===== src/shared/coc_pkg.sv =====
`default_nettype none
package coc_pkg;
  // ---------------------------------------------
  // Register offsets
  // ---------------------------------------------
  localparam logic [7:0] DELAY_LOW_ADDR = 8'h18;
  localparam logic [7:0] CONFIG_ADDR = 8'h19;
  localparam logic [7:0] FAULT_ADDR = 8'h81;
  localparam logic [7:0] STATUS_ADDR = 8'h82;
  localparam logic [7:0] SWITCH_ADDR = 8'h86;
  localparam logic [7:0] MODE_ADDR = 8'h87;
  // ---------------------------------------------
  // Reset values
  // ---------------------------------------------
  localparam logic [7:0] DELAY_LOW_RST = 8'ha0;
  localparam logic [6:0] CONFIG_RST = 7'h44;
  localparam logic [7:0] SWITCH_RST = 8'h03;
  localparam logic [7:0] MODE_RST = 8'h00;
  // ---------------------------------------------
  // Field positions
  // ---------------------------------------------
  localparam int THR_LSB = 4;
  localparam int UNIT_LSB = 2;
  localparam int FAULT_BIT = 1;
  localparam int PRESENT_BIT = 1;
  localparam int CLR_ERR_BIT = 5;
  localparam int MON_EN_BIT = 4;
  localparam int CHG_SW_BIT = 1;
  localparam int DSG_SW_BIT = 0;
  localparam int EXT_CTRL_BIT = 6;
  localparam int OVERRIDE_BIT = 3;
  // ---------------------------------------------
  // Delay units
  // ---------------------------------------------
  localparam logic [1:0] UNIT_US = 2'h0;
  localparam logic [1:0] UNIT_MS = 2'h1;
  localparam logic [1:0] UNIT_S = 2'h2;
  localparam logic [1:0] UNIT_MIN = 2'h3;
  // ---------------------------------------------
  // Timing
  // ---------------------------------------------
  localparam int CLK_PERIOD_NS = 10;
  localparam int US_NS = 1000;
  localparam int US_CYCLES = (US_NS + CLK_PERIOD_NS - 1) / CLK_PERIOD_NS;
  localparam int US_PER_MS = 1000;
  localparam int MS_PER_S = 1000;
  localparam int S_PER_MIN = 60;
  localparam logic [9:0] SETTLE_S = 10'h003;
  localparam logic [9:0] MON_PERIOD_MS = 10'h100;
  localparam logic [1:0] ABSENT_NEEDED = 2'h2;
endpackage
`default_nettype wire


===== src/hdl/time_base.sv =====
`timescale 1ns/100ps
`default_nettype none
module time_base #(
  parameter int US_CYCLES = coc_pkg::US_CYCLES,
  parameter int US_PER_MS = coc_pkg::US_PER_MS,
  parameter int MS_PER_S = coc_pkg::MS_PER_S,
  parameter int S_PER_MIN = coc_pkg::S_PER_MIN
) (
  input wire logic sys_clk,
  input wire logic rst,
  output logic us_tick,
  output logic ms_tick,
  output logic s_tick,
  output logic min_tick
);
  logic [15:0] cyc;
  logic [15:0] us;
  logic [15:0] ms;
  logic [15:0] sec;
  wire cyc_end = (cyc == 16'(US_CYCLES - 1));
  wire us_end = cyc_end && (us == 16'(US_PER_MS - 1));
  wire ms_end = us_end && (ms == 16'(MS_PER_S - 1));
  wire s_end = ms_end && (sec == 16'(S_PER_MIN - 1));

  // Chained dividers keep each counter small
  always_ff @(posedge sys_clk or posedge rst) begin
    if (rst) begin
      cyc <= 16'h0000;
      us <= 16'h0000;
      ms <= 16'h0000;
      sec <= 16'h0000;
    end else begin
      cyc <= cyc_end ? 16'h0000 : cyc + 16'h0001;
      if (cyc_end)
        us <= us_end ? 16'h0000 : us + 16'h0001;
      if (us_end)
        ms <= ms_end ? 16'h0000 : ms + 16'h0001;
      if (ms_end)
        sec <= s_end ? 16'h0000 : sec + 16'h0001;
    end
  end

  always_ff @(posedge sys_clk or posedge rst) begin
    if (rst) begin
      us_tick <= 1'b0;
      ms_tick <= 1'b0;
      s_tick <= 1'b0;
      min_tick <= 1'b0;
    end else begin
      us_tick <= cyc_end;
      ms_tick <= us_end;
      s_tick <= ms_end;
      min_tick <= s_end;
    end
  end
endmodule
`default_nettype wire


===== src/hdl/charge_overcurrent_protect.sv =====
`timescale 1ns/100ps
`default_nettype none
module charge_overcurrent_protect #(
  parameter int US_CYCLES = coc_pkg::US_CYCLES,
  parameter int US_PER_MS = coc_pkg::US_PER_MS,
  parameter int MS_PER_S = coc_pkg::MS_PER_S,
  parameter int S_PER_MIN = coc_pkg::S_PER_MIN
) (
  input wire logic sys_clk,
  input wire logic rst,
  input wire logic reg_wr,
  input wire logic reg_rd,
  input wire logic [7:0] reg_addr,
  input wire logic [7:0] reg_wdata,
  output logic [7:0] reg_rdata,
  input wire logic [7:0] sense_mv,
  input wire logic charger_monitor_pin,
  input wire logic other_faults,
  input wire logic [3:0] charger_detect_pulse_width,
  output logic charge_overcurrent_fault_flag,
  output logic charger_present_flag,
  output logic charge_switch_on,
  output logic discharge_switch_on,
  output logic charger_monitor_sink
);
  typedef enum {IDLE, SETTLE, PULSE, GAP} rec_state_e;

  // ---------------------------------------------
  // Decoders
  // ---------------------------------------------
  function automatic logic [7:0] thr_mv(input logic [2:0] code);
    case (code)
      3'h0: thr_mv = 8'h01;
      3'h1: thr_mv = 8'h02;
      3'h2: thr_mv = 8'h04;
      3'h3: thr_mv = 8'h06;
      3'h4: thr_mv = 8'h08;
      3'h5: thr_mv = 8'h0c;
      3'h6: thr_mv = 8'h10;
      default: thr_mv = 8'h18;
    endcase
  endfunction

  // ---------------------------------------------
  // State
  // ---------------------------------------------
  logic [7:0] delay_low;
  logic [6:0] config_bits;
  logic mon_en;
  logic ext_ctrl;
  logic override;
  logic mon_en_q;
  logic pin_s1, pin_s2, pin_s3;
  logic pin_level;
  logic [10:0] dly_cnt;
  logic [9:0] cnt;
  logic [1:0] absent_cnt;
  rec_state_e state;
  rec_state_e next_state;
  logic us_tick, ms_tick, s_tick, min_tick;

  time_base #(
    .US_CYCLES(US_CYCLES),
    .US_PER_MS(US_PER_MS),
    .MS_PER_S(MS_PER_S),
    .S_PER_MIN(S_PER_MIN)
  ) u_time_base (
    .sys_clk(sys_clk),
    .rst(rst),
    .us_tick(us_tick),
    .ms_tick(ms_tick),
    .s_tick(s_tick),
    .min_tick(min_tick)
  );

  // ---------------------------------------------
  // Register decode
  // ---------------------------------------------
  wire wr_low = reg_wr && (reg_addr == coc_pkg::DELAY_LOW_ADDR);
  wire wr_cfg = reg_wr && (reg_addr == coc_pkg::CONFIG_ADDR);
  wire wr_sw = reg_wr && (reg_addr == coc_pkg::SWITCH_ADDR);
  wire wr_mode = reg_wr && (reg_addr == coc_pkg::MODE_ADDR);
  wire clr_req = wr_sw && reg_wdata[coc_pkg::CLR_ERR_BIT];

  wire [2:0] thr_code = config_bits[coc_pkg::THR_LSB +: 3];
  wire [1:0] unit = config_bits[coc_pkg::UNIT_LSB +: 2];
  wire [9:0] delay_count = {config_bits[1:0], delay_low};

  // ---------------------------------------------
  // Detection
  // ---------------------------------------------
  wire above = sense_mv > thr_mv(thr_code);
  wire unit_tick = (unit == coc_pkg::UNIT_US) ? us_tick :
                   (unit == coc_pkg::UNIT_MS) ? ms_tick :
                   (unit == coc_pkg::UNIT_S) ? s_tick : min_tick;
  // Strictly greater: the delay must be exceeded, not just reached
  wire over_time = dly_cnt > {1'b0, delay_count};
  wire trip = above && over_time && !charge_overcurrent_fault_flag;

  always_ff @(posedge sys_clk or posedge rst) begin
    if (rst)
      dly_cnt <= 11'h000;
    else if (!above || charge_overcurrent_fault_flag)
      dly_cnt <= 11'h000;
    else if (unit_tick && !over_time)
      dly_cnt <= dly_cnt + 11'h001;
  end

  // ---------------------------------------------
  // Charger monitor pin synchroniser
  // ---------------------------------------------
  always_ff @(posedge sys_clk or posedge rst) begin
    if (rst) begin
      pin_s1 <= 1'b0;
      pin_s2 <= 1'b0;
      pin_s3 <= 1'b0;
      pin_level <= 1'b0;
    end else begin
      pin_s1 <= charger_monitor_pin;
      pin_s2 <= pin_s1;
      pin_s3 <= pin_s2;
      if (pin_s2 == pin_s3)
        pin_level <= pin_s3;
    end
  end

  // ---------------------------------------------
  // Recovery sequencer
  // ---------------------------------------------
  wire seq_run = charge_overcurrent_fault_flag && !override;
  wire [9:0] pw = {6'h00, charger_detect_pulse_width};
  wire pulse_end = (state == PULSE) && ms_tick &&
                   (cnt + 10'h001 >= pw);
  wire host_sample = override && mon_en_q && !mon_en;
  wire sample = pulse_end || host_sample;
  // Another fault restarts the count, so two clean samples are needed
  wire absent_now = sample && !pin_level && !other_faults;
  wire recover = pulse_end && !pin_level && !other_faults &&
                 (absent_cnt == coc_pkg::ABSENT_NEEDED - 2'h1);
  wire next_sink = override ? mon_en : (next_state == PULSE);

  always_comb begin
    next_state = state;
    case (state)
      IDLE:
        if (seq_run)
          next_state = SETTLE;
      SETTLE:
        if (s_tick && cnt == coc_pkg::SETTLE_S - 10'h001)
          next_state = PULSE;
      PULSE:
        if (pulse_end)
          next_state = GAP;
      GAP:
        if (ms_tick && cnt == coc_pkg::MON_PERIOD_MS - 10'h001)
          next_state = PULSE;
      default:
        next_state = IDLE;
    endcase
    if (!seq_run || recover)
      next_state = IDLE;
  end

  always_ff @(posedge sys_clk or posedge rst) begin
    if (rst)
      state <= IDLE;
    else
      state <= next_state;
  end

  // One counter: seconds while settling, ms across a period
  always_ff @(posedge sys_clk or posedge rst) begin
    if (rst)
      cnt <= 10'h000;
    else if (next_state != state && next_state != GAP)
      cnt <= 10'h000;
    else if ((state == SETTLE && s_tick) ||
             (state != SETTLE && ms_tick))
      cnt <= cnt + 10'h001;
  end

  always_ff @(posedge sys_clk or posedge rst) begin
    if (rst)
      absent_cnt <= 2'h0;
    else if (!charge_overcurrent_fault_flag || !sample)
      absent_cnt <= charge_overcurrent_fault_flag ? absent_cnt : 2'h0;
    else if (!absent_now)
      absent_cnt <= 2'h0;
    else if (absent_cnt != coc_pkg::ABSENT_NEEDED)
      absent_cnt <= absent_cnt + 2'h1;
  end

  // ---------------------------------------------
  // Flags and switches
  // ---------------------------------------------
  always_ff @(posedge sys_clk or posedge rst) begin
    if (rst) begin
      charge_overcurrent_fault_flag <= 1'b0;
      charger_present_flag <= 1'b0;
      charger_monitor_sink <= 1'b0;
    end else begin
      charger_monitor_sink <= next_sink;
      // Set wins over any clear in the same cycle
      if (trip)
        charge_overcurrent_fault_flag <= 1'b1;
      else if (recover || (override && clr_req))
        charge_overcurrent_fault_flag <= 1'b0;
      if (trip)
        charger_present_flag <= 1'b1;
      else if (sample)
        charger_present_flag <= pin_level;
    end
  end

  always_ff @(posedge sys_clk or posedge rst) begin
    if (rst) begin
      charge_switch_on <= coc_pkg::SWITCH_RST[coc_pkg::CHG_SW_BIT];
      discharge_switch_on <= coc_pkg::SWITCH_RST[coc_pkg::DSG_SW_BIT];
    end else if (trip && !ext_ctrl) begin
      charge_switch_on <= 1'b0;
      discharge_switch_on <= 1'b0;
    end else if (recover && !ext_ctrl) begin
      charge_switch_on <= 1'b1;
      discharge_switch_on <= 1'b1;
    end else if (wr_sw) begin
      charge_switch_on <= reg_wdata[coc_pkg::CHG_SW_BIT];
      discharge_switch_on <= reg_wdata[coc_pkg::DSG_SW_BIT];
    end
  end

  // ---------------------------------------------
  // Configuration registers
  // ---------------------------------------------
  always_ff @(posedge sys_clk or posedge rst) begin
    if (rst) begin
      delay_low <= coc_pkg::DELAY_LOW_RST;
      config_bits <= coc_pkg::CONFIG_RST;
      mon_en <= coc_pkg::SWITCH_RST[coc_pkg::MON_EN_BIT];
      ext_ctrl <= coc_pkg::MODE_RST[coc_pkg::EXT_CTRL_BIT];
      override <= coc_pkg::MODE_RST[coc_pkg::OVERRIDE_BIT];
      mon_en_q <= 1'b0;
    end else begin
      mon_en_q <= mon_en;
      if (wr_low)
        delay_low <= reg_wdata;
      // Reserved top bit is not stored
      if (wr_cfg)
        config_bits <= reg_wdata[6:0];
      if (wr_sw)
        mon_en <= reg_wdata[coc_pkg::MON_EN_BIT];
      if (wr_mode) begin
        ext_ctrl <= reg_wdata[coc_pkg::EXT_CTRL_BIT];
        override <= reg_wdata[coc_pkg::OVERRIDE_BIT];
      end
    end
  end

  wire [7:0] sw_rd = ({7'h00, mon_en} << coc_pkg::MON_EN_BIT) |
    ({7'h00, charge_switch_on} << coc_pkg::CHG_SW_BIT) |
    ({7'h00, discharge_switch_on} << coc_pkg::DSG_SW_BIT);
  wire [7:0] mode_rd = ({7'h00, ext_ctrl} << coc_pkg::EXT_CTRL_BIT) |
    ({7'h00, override} << coc_pkg::OVERRIDE_BIT);
  wire [7:0] flt_rd = {7'h00, charge_overcurrent_fault_flag}
    << coc_pkg::FAULT_BIT;
  wire [7:0] st_rd = {7'h00, charger_present_flag}
    << coc_pkg::PRESENT_BIT;
  wire [7:0] rd_mux =
    (reg_addr == coc_pkg::DELAY_LOW_ADDR) ? delay_low :
    (reg_addr == coc_pkg::CONFIG_ADDR) ? {1'b0, config_bits} :
    (reg_addr == coc_pkg::FAULT_ADDR) ? flt_rd :
    (reg_addr == coc_pkg::STATUS_ADDR) ? st_rd :
    (reg_addr == coc_pkg::SWITCH_ADDR) ? sw_rd :
    (reg_addr == coc_pkg::MODE_ADDR) ? mode_rd : 8'h00;

  always_ff @(posedge sys_clk or posedge rst) begin
    if (rst)
      reg_rdata <= 8'h00;
    else if (reg_rd)
      reg_rdata <= rd_mux;
  end
endmodule
`default_nettype wire


===== config.mk =====
export PLATFORM = sky130hd
export DESIGN_NAME = charge_overcurrent_protect
export DESIGN_NICKNAME = d
export VERILOG_FILES = /design/src/shared/coc_pkg.sv /design/src/hdl/time_base.sv /design/src/hdl/charge_overcurrent_protect.sv
export SDC_FILE = /design/constraint.sdc
export NUM_CORES = 1
export LEC_CHECK = 0
export CAP_MARGIN = 20
export CORE_MARGIN = 2
export CORE_UTILIZATION = 57
export CTS_CLUSTER_DIAMETER = 200
export DETAILED_ROUTE_END_ITERATION = 12
export DONT_BUFFER_PORTS = 1
export GPL_TIMING_DRIVEN = 0
export PLACE_DENSITY_LB_ADDON = 0.2
export SLEW_MARGIN = 30
export SYNTH_ARGS = -nofsm -noshare
export SYNTH_HDL_FRONTEND = slang
export SYNTH_SLANG_ARGS = --single-unit

===== constraint.sdc =====
create_clock -name sys_clk -period 6.1 [get_ports sys_clk]
set_input_delay 1.525 -clock sys_clk [delete_from_list [all_inputs] [get_ports sys_clk]]
set_output_delay 1.525 -clock sys_clk [all_outputs]
set_load 0.02 [all_outputs]

# Yosys cells after proc, flatten, opt, wreduce, memory -nomap -nowiden
# Index checks and enable logic that the tools add are counted.
dict set report word_totals {
  register_bits 159
  latch_bits 0
  ramBits 0
  rom_bits 0
  mem_count 0
}
dict set report classes {
  add_sub_neg 7
  n_mul 0
  n_div 0
  n_lt_le_gt_ge 3
  n_eq_ne 34
  shift 0
  mux 39
  bitwise 3
  n_reduce_logical 54
}
# op n
set op_table {}
lappend op_table {{$mux 32} 5}
lappend op_table {{$pmux 32 s4} 1}
lappend op_table {{$eq 32x2->1 const B} 3}
lappend op_table {{$add 16x1->16 const B} 4}
lappend op_table {{$eq 32x3->1 const B} 2}
lappend op_table {{$mux 16} 4}
lappend op_table {{$mux 7} 5}
lappend op_table {{$pmux 5 s7} 1}
lappend op_table {{$eq 16x10->1 const B} 2}
lappend op_table {{$eq 32x1->1 const B} 1}
lappend op_table {{$eq 8x8->1 const B} 4}
lappend op_table {{$logic_not 32->1} 1}
lappend op_table {{$ne 32x2->1 const B} 1}
lappend op_table {{$ne 32x3->1 const B} 1}
lappend op_table {{$ne 32x32->1} 1}
lappend op_table {{$logic_and 1x1->1} 29}
lappend op_table {{$mux 11} 2}
lappend op_table {{$mux 10} 2}
lappend op_table {{$eq 16x6->1 const B} 1}
lappend op_table {{$eq 16x7->1 const B} 1}
lappend op_table {{$eq 8x5->1 const B} 2}
lappend op_table {{$mux 1} 14}
lappend op_table {{$add 11x1->11 const B} 1}
lappend op_table {{$gt 11x10->1} 1}
lappend op_table {{26 further kinds} 51}

# Logic depth before layout (Yosys ltp)
dict set report depth {
  depth_word 11
  ltp_mapped 10
  mapped_depth_nobuf 9
}

# By module
# A second synthesis with hierarchy kept.
dict set report unflattened {
  hier_cells 737
  area_unflattened_um2 7831.3
}
# module n_inst cells_per_inst area_per_inst_um2 seq_area_each_um2
set by_module_without_submodules {}
lappend by_module_without_submodules {charge_overcurrent_protect 1 411 4515.6 2284.7}
lappend by_module_without_submodules {time_base 1 326 3315.7 1701.6}

# Least setup slack after synthesis
# Ideal clock, no wire load.
dict set report synth_timing {
  path_type {input to register}
  start {input sense_mv[1]}
  end {register dly_cnt[0]}
  setup_ns 0.132
  t_arrival_ns 3.027
  t_required_ns 5.968
  setup_slack_ns 2.941
  cell_stages 8
  path_buffers 1
  cell_sequence {ha_1 nor2b_1 o211a_1 a2111oi_0 o21ai_0 nand2b_1 clkbuf_1 nor2_1}
}
dict set report synth_via {
  elab_chain_cells 4
  word_cells_on_any_way 5
}
# element line_no
set synth_lines {}
lappend synth_lines {{start, declared} charge_overcurrent_protect.sv:16} ;# input wire logic [7:0] sense_mv,
lappend synth_lines {{$gt 8x8->1 (*)} charge_overcurrent_protect.sv:92} ;# wire above = sense_mv > thr_mv(thr_code);
lappend synth_lines {{$logic_not 1->1 (*)} charge_overcurrent_protect.sv:103} ;# else if (!above || charge_overcurrent_fault_flag)
lappend synth_lines {{$logic_or 1x1->1 (*)} charge_overcurrent_protect.sv:103}
lappend synth_lines {{$mux 11 / $reduce_bool 2->1 (equally long branches)} n/a}
lappend synth_lines {{end signal, assigned} charge_overcurrent_protect.sv:106} ;# dly_cnt <= dly_cnt + 11'h001;
lappend synth_lines {{end, declared} charge_overcurrent_protect.sv:55} ;# logic [10:0] dly_cnt;
# Every way passes the cells marked *; elsewhere a longest branch is shown, timed or not.
# A chain may end at the register's enable or synchronous reset.

# Worst setup path in the final report
dict set report layout_timing {
  start {input sense_mv[1]}
  end {register dly_cnt[4]}
}
# Same word-level chain as after synthesis.

==> results.ini <==
[placement]
port_buffers = 0
hpwlAfterDp_um = 11000
dp_cells = 938
routabilityCongestion = 0.917
pre_cts_ws_ns = 2.51

[floorplanning]
ios = 47
placementRows = 42
dieHeight_um = 120
core_um2 = 13100
fp.dieArea_um2 = 14300
die_x_um = 120
start_util_pct = 58.1

[worst_setup_path]
crit_path_max_fanout = 10
crit_chain = ha_1, nor2b_1, o211a_1, a2111oi_0, o21ai_0, nand2b_1, clkbuf_1, nor2_1
start_kind = primary input
timing.rr.start = config_bits[6]
r2r-end = dly_cnt[4]
slowest_stage = clkbuf_1
required_ns = 6.39
crit_buf_inv = 1
cp.arrival_ns = 3.46
crit_family = compound AO/OA/AOI/OAI gates
cp-end-kind = register
rr_worst_depth = 9
regToRegSetupSlack_ns = 3.35
path_class = primary input to register
slowest_delay_ns = 0.39

[power]
power.internal_mw = 1.79
leakagePower_nw = 3.86
p_comb_share_pct = 3.4
clkPwrFrac_pct = 48.6
p_seq_share_pct = 48.0
vdd.ir_drop.worst_mv = 0.203
swShare_pct = 21.7
p_sw_mw = 0.496
p_per_area_nw_per_um2 = 265

[sta]
rsz0062_at_grt = false
setup_viol = 0
period_needed_ns = 3.18
setup-tns-final_ns = 0
tightest_slew_ns = 0.557
slew_headroom_pct = 61.8
max_freq_mhz = 315
finalHoldViolCount = 0
period_share_pct = 52.1
finalWorstSetupSlack_ns = 2.92
worst_clock_skew_ns = 0.00666
drv_slew = 0

[finish]
fin_nets = 843
antenna-diode-count = 0
drive_above_1_share_pct = 8.82
final_cell_count_no_fill = 970
area_delta_synth_final_pct = 13.3

[grt]
grt_pass1_wl_um = 26700
grt_pass1_vias = 5709
grt_usage_pct = 23.3
antenna_found_initial = 0
grt_max_degree = 73
grt.overflow.total = 0

[detailed_routing]
vias_per_cell = 5.85
first_pass_iters = 5
num_vias = 5673
post_drt_wl_per_cell_um = 15.9
wl_um = 15400
antenna_left = 0
drc_errors = 0
dr.first_iter.drc_count = 434

[clock_tree]
cts_resized = 0
clkLatencyLatePin_ns = 0.42
clk_path_buf_depth = 2
clkSlewWorstSetupHoldPaths_ns = 0.06
cts_setup_buffers = 0
tritoncts = built
clock-sinks = 159
cts-hold-fix-buffers = 0
root_buffer = clkbuf_16
numCtsBuffers = 17
htreeDepth = 4

[min_path]
hold_depth = 0
hold_start = pin_s1
hold_end = pin_s2
hp-class = register to register

[yosys]
synth_cell_types = 70
syn_inst = 731
yosysWarnings = 0
syn_avg_cell_area_um2 = 10.4
synth_top_cell_by_area = dfrtp_1
ys_ff_latch = 159
synthTopCellsByArea = dfrtp_1 (50%), xnor2_1 (4.7%), ha_1 (4.6%), nand2_1 (3.2%), o21ai_0 (3.0%)
yosys.area.top_type_share_pct = 50.2
synthesis.area_um2 = 7630
ys_seq_area_share_pct = 52.3
synth_common_cells = dfrtp_1 (153), nand2_1 (66), o21ai_0 (46)
async_flop_share_pct = 100
yosys_most_used_dff = dfrtp_1
synth_edf_count = 0
yosysMostFrequentCell = dfrtp_1

[run]
cap_viol_max_count = 0

[outcome]
status = complete, no violations

## how the worst max path moves through the flow
stage	startpoint	endpoint	slack, ns	cells after the start
after floorplan	rst	absent_cnt[0]	0.29	1
after global placement	rst	dly_cnt[8]	-1.11	1
after detailed placement	sense_mv[1]	dly_cnt[10]	2.51	8
after CTS	sense_mv[1]	dly_cnt[10]	2.95	8
after global routing	sense_mv[1]	dly_cnt[4]	2.68	8
final	sense_mv[1]	dly_cnt[4]	2.92	8
## power by group through the flow
stage / Sequential (mW) / Combinational [mW] / Clock (mW)
floorplan: 1.11 / 0.0569 / 0
global placement: 1.12 / 0.0690 / 0
detailed placement: 1.12 / 0.0784 / 0
CTS: 1.10 / 0.0795 / 1.13
global route: 1.10 / 0.0919 / 1.18
finish: 1.10 / 0.0784 / 1.11
## layer usage
layer	GRT usage, %	part of all wire [%]
met1	30.3	45
met2	38.4	49
met3	5.89	5.5
met4	7.79	1.3
met5	0	0
## worst reg2reg max path, delay by kind of cell, from the launching register on
kind / cells / cell delay, ns
adder cells (fa/ha/maj): 1 / 0.24
AO/OA/AOI/OAI: 3 / 0.82
buffers and inverters: 1 / 0.39
flip-flops: 1 / 0.60
AND/OR/NAND/NOR: 4 / 0.57
## cells in the final DEF (no fill, tap or decap), types with 3 or more instances in the layout
cell and n:
xnor2_1 41, dfstp_2 6, and3_1 13, a211oi_1 6, nor4_1 14, clkinv_2 3, nor2_1 45, a21o_1 7
mux2_2 10, xor2_1 12, nand3_1 39, and3b_1 3, a211o_1 4, ha_1 28, dfrtp_1 153, bufinv_16 4
nand4_1 21, nor3_1 13, and2_1 5, a21oi_1 31, clkbuf_1 22, clkbuf_16 17, nand2_1 66, o31ai_1 7
conb_1 30, mux2i_1 6, nand3b_1 4, or4_1 9, inv_1 31, nand2b_1 6, nor2b_1 5, o21ai_0 46
and4_1 7, nor4_2 3, a31oi_1 5, or3_1 13
## cell type report
| class | count | area (µm²) |
|---|---|---|
| buffer | 22 | 91.3 |
| clock inverter | 13 | 188 |
| inverter | 33 | 131 |
| timing repair buffer | 2 | 55.1 |
| sequential | 159 | 3990 |
| fill | 1027 | 4500 |
| tap | 176 | 220 |
| clock buffer | 19 | 433 |
| multi-input combinational | 546 | 3530 |
## flip-flops by register name, summed over array words and instances, names as in the netlist, 2 cells and up
name and cells:
absent_cnt 2, cnt 10, config_bits 7, delay_low 8
dly_cnt 11, reg_rdata 8, state 32, u_time_base.cyc 16
u_time_base.ms 16, u_time_base.sec 16, u_time_base.us 16
## kinds of logic after synthesis
logic type / share of synthesized area (%)
mux: 2.56
flops: 52.3
simple gates: 20.7
xor+xnor: 6.09
buf+inv: 2.82
other cells: 0.0492
fa+ha+maj: 4.72
compound gates: 10.8
## stage by stage
step / util, % / hold slack, ns / area [µm²] / total power [mW]
finish: 65.8 / 0.358 / 8640 / 2.29
global route: 65.8 / 0.377 / 8640 / 2.37
CTS: 65.8 / 0.355 / 8640 / 2.31
detailed placement: 61.0 / 0.344 / 8020 / 1.20
global placement: 60.6 / 0.342 / 7960 / 1.19
floorplan: - / 0.331 / 7740 / 1.17
Power figures use the tool's default switching activity.
